===== src/sop_defs.vh =====
`ifndef SOP_DEFS_VH
`define SOP_DEFS_VH

// Register addresses on the configuration port.
`define SOP_ADDR_CTRL      6'h18
`define SOP_ADDR_FMT       6'h19
`define SOP_ADDR_RATE      6'h1a

// Reset values.
`define SOP_CTRL_RST       8'h12
`define SOP_FMT_RST        8'h07
`define SOP_RATE_RST       4'h1

// Control register fields.
`define SOP_CTRL_ALTERNATE_GAIN_BYTES      7
`define SOP_CTRL_EMBED_GAIN_BYTES      6
`define SOP_CTRL_EFS       5
`define SOP_CTRL_SYNC_TRISTATE      4
`define SOP_CTRL_SYNC_INVERT      3
`define SOP_CTRL_LATE_SYNC      2
`define SOP_CTRL_BITCLK_TRISTATE      1
`define SOP_CTRL_BITCLK_INVERT      0

// Format register fields.
`define SOP_FMT_4WIRE      7
`define SOP_FMT_DW         3
`define SOP_FMT_DS_HI      2
`define SOP_FMT_DS_LO      0
`define SOP_FMT_MASK       8'h8f

// Frame geometry in bits.
`define SOP_LEN_16         7'h20
`define SOP_LEN_24         7'h30
`define SOP_LEN_PAIR       7'h10
`define SOP_LEN_ALT        7'h08
`define SOP_EFS_MIN_IDLE   4'ha
`define SOP_IDLE_MAX       4'hf

// Saturating counter limit.
`define SOP_RCNT_MAX       2'h3

// Engine states.
`define SOP_ST_IDLE        2'h0
`define SOP_ST_SYNC        2'h1
`define SOP_ST_DATA        2'h2

`endif


===== src/sop_bitclk_div.v =====
`timescale 1ns/1ns
`include "sop_defs.vh"

module sop_bitclk_div (
  // Clock and reset
  input  wire       i_core_clk,
  input  wire       i_rstn,
  // Divisor
  input  wire [3:0] i_div,
  // Bit timing
  output wire       o_tick,
  output wire       o_level
);

  reg  [3:0] cnt_r;
  wire [3:0] div_eff;
  wire [3:0] half;

  // A divisor of zero is treated as one so the port never stalls.
  assign div_eff = (i_div == 4'h0) ? 4'h1 : i_div;
  // Half period rounded up, built without a carry so a divisor of fifteen still fits.
  assign half    = {1'b0, div_eff[3:1]} + {3'h0, div_eff[0]};
  assign o_tick  = (cnt_r == 4'h0);
  // With a divisor of one the level stays high: a flop cannot toggle at the full clock rate.
  assign o_level = (cnt_r < half);

  always @(posedge i_core_clk or negedge i_rstn) begin
    if (!i_rstn) begin
      cnt_r <= 4'h0;
    end else if (cnt_r >= div_eff - 4'h1) begin
      cnt_r <= 4'h0;
    end else begin
      cnt_r <= cnt_r + 4'h1;
    end
  end

endmodule // sop_bitclk_div


===== src/sop_rst_count.v =====
`timescale 1ns/1ns
`include "sop_defs.vh"

module sop_rst_count (
  // Clock and reset
  input  wire       i_core_clk,
  input  wire       i_rstn,
  // Events
  input  wire       i_event,
  input  wire       i_clear,
  // Count
  output wire [1:0] o_count
);

  reg [1:0] cnt_r;

  assign o_count = cnt_r;

  always @(posedge i_core_clk or negedge i_rstn) begin
    if (!i_rstn) begin
      cnt_r <= 2'h0;
    end else if (i_clear) begin
      // An event in the clearing cycle is kept as the first of the next report.
      cnt_r <= {1'b0, i_event};
    end else if (i_event && cnt_r != `SOP_RCNT_MAX) begin
      cnt_r <= cnt_r + 2'h1;
    end
  end

endmodule // sop_rst_count


===== src/sop_frame_port.v =====
// Function
// - Status bytes follow I and Q only when embed_gain_bytes is set.
// - First status byte is the 8-bit attenuation code, 0 none, 255 is 24 dB.
// - Second status byte packs 2-bit reset count with 6-bit signal strength.
// - Reset count counts modulator resets since last report, saturating at 3.
// - Signal strength is a linear amplitude estimate, 60 meaning full scale.
// - Paired mode sends both status bytes each frame as one 16-bit word.
// - Alternating mode sends one status byte per frame, alternating the two bytes.
// - Alternating mode forces attenuation LSB to 0 and reset/strength LSB to 1.
// - Embedded framing wraps bytes in low start, high stop, frames end with 10 highs.
// - Embedded framing holds frame sync low or three-stated per sync_tristate.
// - Sync invert, late sync, clock invert and clock three-state; late ignored embedded.
// - Word width select picks 16 or 24 bits; alias flag forces 16 bits.
// - Four-wire readback copies register read data onto aux_data_out; resets 0.
// - Bit clock is core clock divided by the 4-bit divisor, reset to 1.
// - After the payload the line idles high until the next frame.
// - Dedicated-sync payload is 32/48/40 or 48/64/56 bits by width and mode.
// - Default mode sends a one-bit sync pulse then data on rising clock edges.
// - I word then Q word, MSB first, two's complement, 16 or 24 bits.
// - One frame starts per decimated output sample, unless a newer sample replaces it while it waits.
`timescale 1ns/1ns
`include "sop_defs.vh"

module sop_frame_port (
  // Clock and reset
  input  wire        i_core_clk,
  input  wire        i_rstn,
  // Register access from the configuration port
  input  wire        i_reg_wr,
  input  wire [5:0]  i_reg_addr,
  input  wire [7:0]  i_reg_wdata,
  output wire [7:0]  o_reg_rdata,
  input  wire        i_cfg_rd_bit,
  // Decimated samples and status
  input  wire        i_sample_valid,
  input  wire [23:0] i_i_word,
  input  wire [23:0] i_q_word,
  input  wire [7:0]  i_atten_code,
  input  wire        i_mod_reset_evt,
  input  wire [5:0]  i_signal_strength,
  input  wire        i_alternate_flag_alias,
  // Serial pins
  output wire        o_bit_clock_out,
  output wire        o_bit_clock_oe,
  output wire        o_frame_sync_out,
  output wire        o_frame_sync_oe,
  output wire        o_serial_data_out,
  output wire        o_aux_data_out,
  output wire [2:0]  o_drive_strength_sel
);

  // Wraps up to eight payload bytes in start and stop bits, left justified.
  function [79:0] efs_wrap;
    input [63:0] pay;
    integer k;
    begin
      efs_wrap = {80{1'b1}};
      for (k = 0; k < 8; k = k + 1) begin
        efs_wrap[79 - 10 * k]        = 1'b0;
        efs_wrap[78 - 10 * k -: 8]   = pay[63 - 8 * k -: 8];
        efs_wrap[70 - 10 * k]        = 1'b1;
      end
    end
  endfunction

  // True when this cycle writes the register at the given address.
  function wr_hit;
    input       wr;
    input [5:0] addr;
    input [5:0] target;
    begin
      wr_hit = wr && (addr == target);
    end
  endfunction

  // Register file.
  reg  [7:0]  ctrl_r;
  reg  [7:0]  fmt_r;
  reg  [3:0]  rate_r;
  reg  [7:0]  rdata_r;
  reg  [7:0]  rdata_nxt;

  // Framing state.
  reg  [1:0]  state_r;
  reg  [79:0] pend_r;
  reg  [6:0]  pend_len_r;
  reg         pend_v_r;
  reg  [79:0] shreg_r;
  reg  [6:0]  rem_r;
  reg  [3:0]  idle_r;
  reg         alt_sel_r;
  reg         data_r;
  reg         fs_r;
  reg         clk_pin_r;
  reg         fs_pin_r;
  reg         aux_r;

  reg  [63:0] pay;
  reg  [6:0]  len;
  reg  [15:0] opt;

  wire        tick;
  wire        level;
  wire [1:0]  rcnt;
  wire        wide;
  wire        embedded_sync_enable;
  wire        embed_gain_bytes;
  wire        alternate_gain_bytes;
  wire        late;
  wire [7:0]  atten_b;
  wire [7:0]  stat_b;
  wire        rcnt_clr;
  wire        idle_ok;
  wire [79:0] frame_bits;
  wire [6:0]  frame_len;
  wire        frame_go;
  wire        fs_nxt;

  assign embedded_sync_enable  = ctrl_r[`SOP_CTRL_EFS];
  assign embed_gain_bytes = ctrl_r[`SOP_CTRL_EMBED_GAIN_BYTES];
  assign alternate_gain_bytes = ctrl_r[`SOP_CTRL_ALTERNATE_GAIN_BYTES];
  assign late = ctrl_r[`SOP_CTRL_LATE_SYNC] & ~embedded_sync_enable;
  assign wide = fmt_r[`SOP_FMT_DW] & ~i_alternate_flag_alias;

  // Rate one leaves the bit clock high, so a host needs a divisor of two or more.
  sop_bitclk_div u_div (
    .i_core_clk (i_core_clk),
    .i_rstn     (i_rstn),
    .i_div      (rate_r),
    .o_tick     (tick),
    .o_level    (level)
  );

  // The count is consumed when the byte carrying it is captured for a frame.
  assign rcnt_clr = i_sample_valid & embed_gain_bytes & (~alternate_gain_bytes | alt_sel_r);

  sop_rst_count u_rcnt (
    .i_core_clk (i_core_clk),
    .i_rstn     (i_rstn),
    .i_event    (i_mod_reset_evt),
    .i_clear    (rcnt_clr),
    .o_count    (rcnt)
  );

  assign atten_b = i_atten_code;
  assign stat_b  = {i_signal_strength, rcnt};

  // Payload assembly, I then Q, MSB first.
  always @* begin
    if (!embed_gain_bytes) begin
      opt = 16'h0000;
    end else if (alternate_gain_bytes) begin
      opt = alt_sel_r ? {stat_b[7:1], 1'b1, 8'h00} : {atten_b[7:1], 1'b0, 8'h00};
    end else begin
      opt = {atten_b, stat_b};
    end
    if (wide) begin
      pay = {i_i_word, i_q_word, opt};
      len = `SOP_LEN_24;
    end else begin
      pay = {i_i_word[15:0], i_q_word[15:0], opt, 16'h0000};
      len = `SOP_LEN_16;
    end
    if (embed_gain_bytes) begin
      len = len + (alternate_gain_bytes ? `SOP_LEN_ALT : `SOP_LEN_PAIR);
    end
  end

  assign frame_bits = embedded_sync_enable ? efs_wrap(pay) : {pay, 16'hffff};
  assign frame_len  = embedded_sync_enable ? len + (len >> 2) : len;
  assign idle_ok    = !embedded_sync_enable || (idle_r >= `SOP_EFS_MIN_IDLE);

  // The sync pin is loaded from the engine's next value, so it leaves the same
  // flop stage as the data bit and the rising bit clock.
  assign frame_go = tick && (state_r == `SOP_ST_IDLE) && pend_v_r && idle_ok;
  assign fs_nxt   = tick ? frame_go : fs_r;

  // Register writes and alternation bookkeeping.
  always @(posedge i_core_clk or negedge i_rstn) begin
    if (!i_rstn) begin
      ctrl_r    <= `SOP_CTRL_RST;
      fmt_r     <= `SOP_FMT_RST;
      rate_r    <= `SOP_RATE_RST;
      alt_sel_r <= 1'b0;
    end else begin
      if (wr_hit(i_reg_wr, i_reg_addr, `SOP_ADDR_CTRL)) begin
        ctrl_r <= i_reg_wdata;
      end
      if (wr_hit(i_reg_wr, i_reg_addr, `SOP_ADDR_FMT)) begin
        fmt_r <= i_reg_wdata & `SOP_FMT_MASK;
      end
      if (wr_hit(i_reg_wr, i_reg_addr, `SOP_ADDR_RATE)) begin
        rate_r <= i_reg_wdata[3:0];
      end
      if (i_sample_valid) begin
        alt_sel_r <= embed_gain_bytes & alternate_gain_bytes & ~alt_sel_r;
      end
    end
  end

  always @* begin
    case (i_reg_addr)
      `SOP_ADDR_CTRL: rdata_nxt = ctrl_r;
      `SOP_ADDR_FMT:  rdata_nxt = fmt_r;
      `SOP_ADDR_RATE: rdata_nxt = {4'h0, rate_r};
      default:        rdata_nxt = 8'h00;
    endcase
  end

  // Frame engine; a captured sample waits for the next bit boundary.
  always @(posedge i_core_clk or negedge i_rstn) begin
    if (!i_rstn) begin
      state_r    <= `SOP_ST_IDLE;
      pend_r     <= {80{1'b1}};
      pend_len_r <= 7'h00;
      pend_v_r   <= 1'b0;
      shreg_r    <= {80{1'b1}};
      rem_r      <= 7'h00;
      idle_r     <= 4'h0;
      data_r     <= 1'b1;
      fs_r       <= 1'b0;
    end else begin
      if (tick) begin
        case (state_r)
          `SOP_ST_IDLE: begin
            if (pend_v_r && idle_ok) begin
              if (embedded_sync_enable || late) begin
                // Late sync rides on the first data bit.
                data_r  <= pend_r[79];
                shreg_r <= {pend_r[78:0], 1'b1};
                rem_r   <= pend_len_r - 7'h01;
                fs_r    <= ~embedded_sync_enable;
                state_r <= `SOP_ST_DATA;
              end else begin
                shreg_r <= pend_r;
                rem_r   <= pend_len_r;
                fs_r    <= 1'b1;
                data_r  <= 1'b1;
                state_r <= `SOP_ST_SYNC;
              end
            end else begin
              data_r <= 1'b1;
              fs_r   <= 1'b0;
              if (idle_r != `SOP_IDLE_MAX) begin
                idle_r <= idle_r + 4'h1;
              end
            end
          end
          `SOP_ST_SYNC, `SOP_ST_DATA: begin
            fs_r <= 1'b0;
            if (rem_r == 7'h00) begin
              data_r  <= 1'b1;
              idle_r  <= 4'h1;
              state_r <= `SOP_ST_IDLE;
            end else begin
              data_r  <= shreg_r[79];
              shreg_r <= {shreg_r[78:0], 1'b1};
              rem_r   <= rem_r - 7'h01;
              state_r <= `SOP_ST_DATA;
            end
          end
          default: begin
            state_r <= `SOP_ST_IDLE;
          end
        endcase
      end
      // A new sample wins over the start that consumes the old one.
      if (i_sample_valid) begin
        pend_r     <= frame_bits;
        pend_len_r <= frame_len;
        pend_v_r   <= 1'b1;
      end else if (tick && state_r == `SOP_ST_IDLE && idle_ok) begin
        pend_v_r   <= 1'b0;
      end
    end
  end

  // Pin stage; every pin leaves a flop so all edges stay aligned.
  always @(posedge i_core_clk or negedge i_rstn) begin
    if (!i_rstn) begin
      clk_pin_r <= 1'b0;
      fs_pin_r  <= 1'b0;
      aux_r     <= 1'b0;
      rdata_r   <= 8'h00;
    end else begin
      clk_pin_r <= level ^ ctrl_r[`SOP_CTRL_BITCLK_INVERT];
      fs_pin_r  <= embedded_sync_enable ? 1'b0 : (fs_nxt ^ ctrl_r[`SOP_CTRL_SYNC_INVERT]);
      aux_r     <= fmt_r[`SOP_FMT_4WIRE] & i_cfg_rd_bit;
      rdata_r   <= rdata_nxt;
    end
  end

  assign o_bit_clock_out      = clk_pin_r;
  assign o_bit_clock_oe       = ~ctrl_r[`SOP_CTRL_BITCLK_TRISTATE];
  assign o_frame_sync_out     = fs_pin_r;
  assign o_frame_sync_oe      = ~ctrl_r[`SOP_CTRL_SYNC_TRISTATE];
  assign o_serial_data_out    = data_r;
  assign o_aux_data_out       = aux_r;
  assign o_reg_rdata          = rdata_r;
  assign o_drive_strength_sel = fmt_r[`SOP_FMT_DS_HI:`SOP_FMT_DS_LO];

endmodule // sop_frame_port


===== config.mk =====
export PLATFORM = sky130hd
export DESIGN_NAME = sop_frame_port
export DESIGN_NICKNAME = d
export VERILOG_FILES = /design/src/sop_bitclk_div.v /design/src/sop_rst_count.v /design/src/sop_frame_port.v
export VERILOG_INCLUDE_DIRS = /design/src
export SDC_FILE = /design/constraint.sdc
export NUM_CORES = 1
export LEC_CHECK = 0
export ABC_CLOCK_PERIOD_IN_PS = 2800
export BUFFER_PORTS_ARGS = -buffer_cell sky130_fd_sc_hd__buf_2
export CORE_ASPECT_RATIO = 0.7
export CORE_MARGIN = 8
export CORE_UTILIZATION = 35
export DETAILED_ROUTE_END_ITERATION = 8
export GPL_TIMING_DRIVEN = 0
export HOLD_SLACK_MARGIN = 0.1
export SYNTH_ARGS = -nofsm -noshare
export SYNTH_HDL_FRONTEND = slang
export SYNTH_SLANG_ARGS = --single-unit

===== constraint.sdc =====
create_clock -name i_core_clk -period 2.8 [get_ports i_core_clk]
set_input_delay 0.14 -clock i_core_clk [delete_from_list [all_inputs] [get_ports i_core_clk]]
set_output_delay 0.14 -clock i_core_clk [all_outputs]
set_load 0.02 [all_outputs]

# --- Word level (Yosys, flattened, before mapping) ---
# Cells that the tools add are included.
op_classes:
  n_addsub: 9
  n_mul: 0
  div_mod_pow: 0
  order_cmp: 3
  n_eq_ne: 12
  shift: 0
  n_mux: 41
  n_bitwise: 16
  n_reduce_logical: 24
ops:
  columns: ["operator", "count"]
  rows:
  - ["80-bit 2-to-1 mux", 4]
  - ["80-bit case mux with 2 select lines", 1]
  - ["64-bit 2-to-1 mux", 1]
  - ["16-bit 2-to-1 mux", 3]
  - ["7-bit 2-to-1 mux", 5]
  - ["8-bit case mux with 3 select lines", 1]
  - ["4-bit 2-to-1 mux", 5]
  - ["6-bit by 5-bit == test with 1-bit output (second input constant)", 3]
  - ["7-bit by 5-bit adder with 7-bit output", 2]
  - ["7-bit case mux with 2 select lines", 1]
  - ["7-bit by 1-bit subtractor with 7-bit output (second input constant)", 2]
  - ["2-bit 2-to-1 mux", 5]
  - ["5-bit 2-to-1 mux", 2]
  - ["1-bit logical AND", 9]
  - ["1-bit 2-to-1 mux", 9]
  - ["4-bit by 1-bit adder with 4-bit output (second input constant)", 2]
  - ["4-bit zero test", 2]
  - ["2-bit inequality test (second input constant)", 4]
  - ["4-bit case mux with 2 select lines", 1]
  - ["1-bit bitwise AND", 7]
  - ["7-bit zero test", 1]
  - ["1-bit NOT", 6]
  - ["2-bit nonzero test", 3]
  - ["5-bit AND reduction", 1]
  - ["20 further kinds", 25]
word_totals:
  register_bits: 218
  latchBits: 0
  mem_bits_rw: 0
  rom_bits: 0
  in_bits: 83
  output_inout_bits: 17
  word_cells: 124
  mem_count: 0

# --- Logic depth before layout (Yosys ltp) ---
depth:
  word_depth: 7
  depth_mapped: 13
  ltp_nobuf: 10

# --- By module ---
# From an unflattened synthesis, not the netlist that was laid out.
hier_totals:
  hier_cells: 1149
  hier_area_um2: 12495.7
modules_own_cells:
  columns: ["module", "instances", "cells_per_inst", "area_per_inst_um2", "seq_area_each_um2"]
  rows:
  - ["sop_frame_port", 1, 1093, 11956.5, 5410.2]
  - ["sop_bitclk_div", 1, 46, 419.2, 100.1]
  - ["sop_rst_count", 1, 10, 120.1, 50.0]

# --- Least setup slack after synthesis ---
# No wires, ideal clock.
synth_path:
  path_kind: "register to register"
  startpoint: "register fmt_r[3]"
  endpoint: "register pend_len_r[4]"
  setup_time_ns: 0.125
  t_arrival_ns: 2.554
  required_time_ns: 2.675
  path_slack_ns: 0.121
  stages_incl_launch_ff: 13
  n_path_buf: 3
  period_less_slack_ns: 2.679
  path_cell_list: "dfrtp_1 -> nand2b_1 -> buf_2 -> inv_2 -> buf_2 -> clkbuf_1 -> ha_1 -> a21oi_1 -> inv_1 -> fa_1 -> nand2_1 -> o21ai_0 -> mux2_2"
synth_via:
  elab_chain_cells: 6
synth_lines:
  columns: ["item", "line_no", "rtl"]
  rows:
  - ["start, declared", "sop_frame_port.v:78", "reg [7:0] fmt_r;"]
  - ["start signal, assigned", "sop_frame_port.v:182", "fmt_r <= `SOP_FMT_RST;"]
  - ["start signal, assigned", "sop_frame_port.v:190", "fmt_r <= i_reg_wdata & `SOP_FMT_MASK;"]
  - ["1-bit bitwise AND *", "sop_frame_port.v:123", "assign wide = fmt_r[`SOP_FMT_DW] & ~i_alternate_flag_alias;"]
  - ["5-bit 2-to-1 mux *", "sop_frame_port.v:157", "if (wide) begin"]
  - ["7-bit by 5-bit adder with 7-bit output", "sop_frame_port.v:165", "len = len + (alternate_gain_bytes ? `SOP_LEN_ALT : `SOP_LEN_PAIR);"]
  - ["7-bit 2-to-1 mux *", "sop_frame_port.v:164", "if (embed_gain_bytes) begin"]
  - ["7-bit by 5-bit adder with 7-bit output", "sop_frame_port.v:170", "assign frame_len = embedded_sync_enable ? len + (len >> 2) : len;"]
  - ["7-bit 2-to-1 mux *", "sop_frame_port.v:170", null]
  - ["end signal, assigned", "sop_frame_port.v:270", "pend_len_r <= frame_len;"]
  - ["end, declared", "sop_frame_port.v:86", "reg [6:0] pend_len_r;"]
# Mark *: on every way between the ends. The rest lies on a longest branch, timed or not.
# A chain may end at the register's enable or synchronous reset.

# --- Worst setup path in the final report ---
layout_path:
  startpoint: "register u_div.cnt_r[0]"
  endpoint: "register rem_r[2]"
layout_via:
  elab_chain_cells: 2
layout_lines:
  columns: ["item", "line_no", "rtl"]
  rows:
  - ["start, declared", "sop_bitclk_div.v:15", "reg [3:0] cnt_r;"]
  - ["start signal, assigned", "sop_bitclk_div.v:33", "cnt_r <= cnt_r + 4'h1;"]
  - ["4-bit zero test", "sop_bitclk_div.v:23", "assign o_tick = (cnt_r == 4'h0);"]
  - ["4-bit AND reduction (no line)", null, null]
  - ["end signal, assigned", "sop_frame_port.v:231", "rem_r <= pend_len_r - 7'h01;"]
  - ["end signal, assigned", "sop_frame_port.v:236", "rem_r <= pend_len_r;"]
  - ["end signal, assigned", "sop_frame_port.v:258", "rem_r <= rem_r - 7'h01;"]
  - ["end, declared", "sop_frame_port.v:89", "reg [6:0] rem_r;"]
# Every way passes these cells.

==> run metrics <==
most numerous cell in the Yosys netlist=nand2_1; clock slew at reported path FFs=around 0.06 ns; CTS H-tree lvls=1; Fin. Hold Viols=0; All-Layer GR Usage=0.190; first-pass GRT wire length=about 60000 um; Worst Path Max Fanout=7; hold_ws=~0.12 ns; diode count=0; largest net degree at the start of global routing=roughly 120; Crit path required time=roughly 3.3 ns; setup violators final=0; DRC viols=0; fin crit period=2.71 ns; actual slew at the worst max-slew pin=roughly 1.0 ns; Layout Skew=between 0.02 and 0.025 ns; CTS sink cnt=between 200 and 250; largest cells by area after synthesis=dfstp_2 36%, dfrtp_1 11%, nand2_1 10%; io pins=100; vias in the first global route=between 10000 and 15000; critical path endpoint=rem_r[2]$_DFFE_PN0P_; vias per cell=approximately 5.3; Finished Layout Cells=approximately 2000; worst skew pair latency=roughly 0.55 ns; Placed Cells=approximately 1900; Cells after Synth=around 1400; register area=between 5000 and 6000 um2; crit path from=u_div.cnt_r[0]$_DFF_PN0_; synthesized area per cell=roughly 8.6 um2; core outline area=around 33000 um2; Cell Rows=56; Hold Crit Class=in -> reg; RR Endpoint=rem_r[2]$_DFFE_PN0P_; Port Buffers=98; share of the synthesized area in the top cell type=0.365; Syn Std Cell Area=about 12000 um2; number of nets still failing antenna checks after routing=0; max_cap viols=0; CTS tree=yes; unrepaired setup endpoints after global routing=no; Setup CP Type=reg -> reg; Critical Path AT=roughly 3.2 ns; Detailed Route WL=slightly below 40000 um; startpoint class of the critical path=flip-flop; Avg WL per Cell=19.1 um; dpl ws=-0.347 ns; flop-to-flop setup slack=0.09 ns; power density over the cells=around 1000 nW/um2; Yosys reg bits=around 210; initial antenna violation count=1; hold path start=i_q_word[9]; area growth from synthesis to layout=23.2%; asr flop ratio synth=1.00; 1st-pass router iterations=5; initial core utilization=0.354; number of synthesized flops with an enable pin=0; reg2reg path depth=7; clock buffer depth=3; Max Slew Vio Count=0; Pleak=approximately 0.006 uW; Die Wd=236 um; Die ar.=roughly 40000 um2; slack of the critical path=between 0.09 and 0.1 ns; Layout Nets=between 1500 and 2000; grt ovf=0; via count=approximately 11000; worst relative slew slack=0.297; Detailed Place HPWL=between 20000 and 30000 um; Tcrit/Tclk final=0.967; share of cells above drive strength 1=0.241; DIE HEIGHT=roughly 170 um; cell at the slowest stage of the critical path=a2111oi_0; status=finished, final reports clean; synth warn=0; CTS Buf Count=24; initial drt markers=928; Critical Path, Cell by Cell=inv_1 > ha_1 > nor3b_2 > nand2_1 > or2_2 > a2111oi_0 > a211o_1; top cells by count, synth=330 x nand2_1, 208 x a21oi_1, 164 x dfstp_2; GPL Wtd Cong=between 0.9 and 1; top cell type by total area after synthesis=dfstp_2; crit-path max cell delay=0.58 ns; Main synth FF type=dfstp_2; root buffer cell=clkbuf_16; Peak supply drop=roughly 0.44 mV; Worst setup EP type=flip-flop; f_max=about 370 MHz; fill count=3324; post-synthesis cell type count=69; Multi-input gate area=5710 um2; Net Count, Synth=1486; Seq/Total Area, Yosys=0.470; Setup Buffers After CTS=0; worst r2r src=u_div.cnt_r[0]$_DFF_PN0_
[flip-flops by register name, summed over array words and instances, names as in the netlist, 5 cells and up]
signal       count
fmt_r            5
pend_r          78
rem_r            7
o_reg_rdata      8
pend_len_r       6
shreg_r         79
ctrl_r           8
[area by class of cell]
cell class                      count  share of cell area
Tap cell                          435              0.0374
Buffer                            106              0.0317
Timing Repair Buffer              179              0.0913
Multi-Input combinational cell   1026               0.392
Clock inverter                      9             0.00748
Inverter                           33             0.00851
Sequential cell                   214               0.382
Clock buffer                       35              0.0496
[through the flow]
stage	total power [uW]	utilization	cell area, um2	TNS [ns]
after global placement	11100	0.385	12900	-235.55
after detailed placement	11200	0.387	12900	-8.67
after CTS	14800	0.436	14500	0
after global routing	15900	0.436	14600	0
after floorplan	9280	-	11800	0
final	14800	0.436	14600	0
[worst min path at each step]
stage                                         to  slack (ns)  cells after the start
after global routing      pend_r[36]$_DFFE_PN1P_        0.14                      4
final                     pend_r[41]$_DFFE_PN1P_        0.12                      4
after floorplan            alt_sel_r$_DFFE_PN0P_       -0.16                      0
after detailed placement    rem_r[0]$_DFFE_PN0P_        0.22                      1
after CTS                 pend_r[41]$_DFFE_PN1P_        0.10                      4
after global placement     ctrl_r[4]$_DFFE_PN1P_        0.35                      3
[timing repair]
action                     4_1_cts  5_1_grt
setup endpoints to repair       89       33
gates resized for setup          3       12
hold endpoints to repair       166        0
hold buffers                    80        0
[report_power, final]
| part | internal, uW | switching [uW] | total (uW) |
|---|---|---|---|
| Sequential | 4460 | 660 | 5120 |
| Clock | 1970 | 1360 | 3330 |
| Combinational | 2160 | 4170 | 6330 |
| Total | 8600 | 6190 | 14800 |
[kinds of logic after synthesis]
logic type | share of synthesized area
xor gates and xnor gates | 0.00889
buffers and inverters | 0.0487
DFF | 0.470
muxes | 0.0508
adders and majority gates | 0.0250
AOI/OAI and AO/OA | 0.216
and+or+nand+nor | 0.180
[cells in the final DEF (no fill, tap or decap), types with 6 or more instances in the layout]
| cell type | n |
|---|---|
| nor3_1 | 10 |
| o2bb2ai_1 | 6 |
| nand3_1 | 13 |
| a21oi_1 | 207 |
| o211ai_1 | 14 |
| inv_1 | 30 |
| nor4_1 | 8 |
| nor2b_1 | 29 |
| dfrtp_1 | 50 |
| buf_4 | 7 |
| mux2i_1 | 42 |
| o21ai_1 | 8 |
| buf_1 | 13 |
| dlygate4sd3_1 | 80 |
| and3_1 | 9 |
| a31o_2 | 24 |
| o21ai_0 | 105 |
| dfstp_2 | 164 |
| xnor2_1 | 11 |
| a21boi_0 | 6 |
| mux2_2 | 16 |
| ha_1 | 22 |
| a21o_1 | 11 |
| nand2_1 | 330 |
| clkbuf_1 | 71 |
| clkbuf_8 | 8 |
| clkbuf_16 | 24 |
| a22o_1 | 7 |
| buf_2 | 110 |
| nor2_1 | 69 |
[per-layer routing]
metal  up-vias  track usage  routed length, um
li1       5196            -                  -
met1      5292        0.269              18400
met2       344        0.289              16800
met3        61       0.0472               2850
met4         2       0.0491               1000
met5         -            0                  9
[worst max-delay path: cells and delay by family, from the launching register on]
kind	cells	cell delay (ns)
DFF	1	0.41
AOI/OAI and AO/OA	2	0.76
and+or+nand+nor	3	1.14
buffers and inverters	1	0.11
adders and majority gates	1	0.21
(Power assumes the default switching activity.)
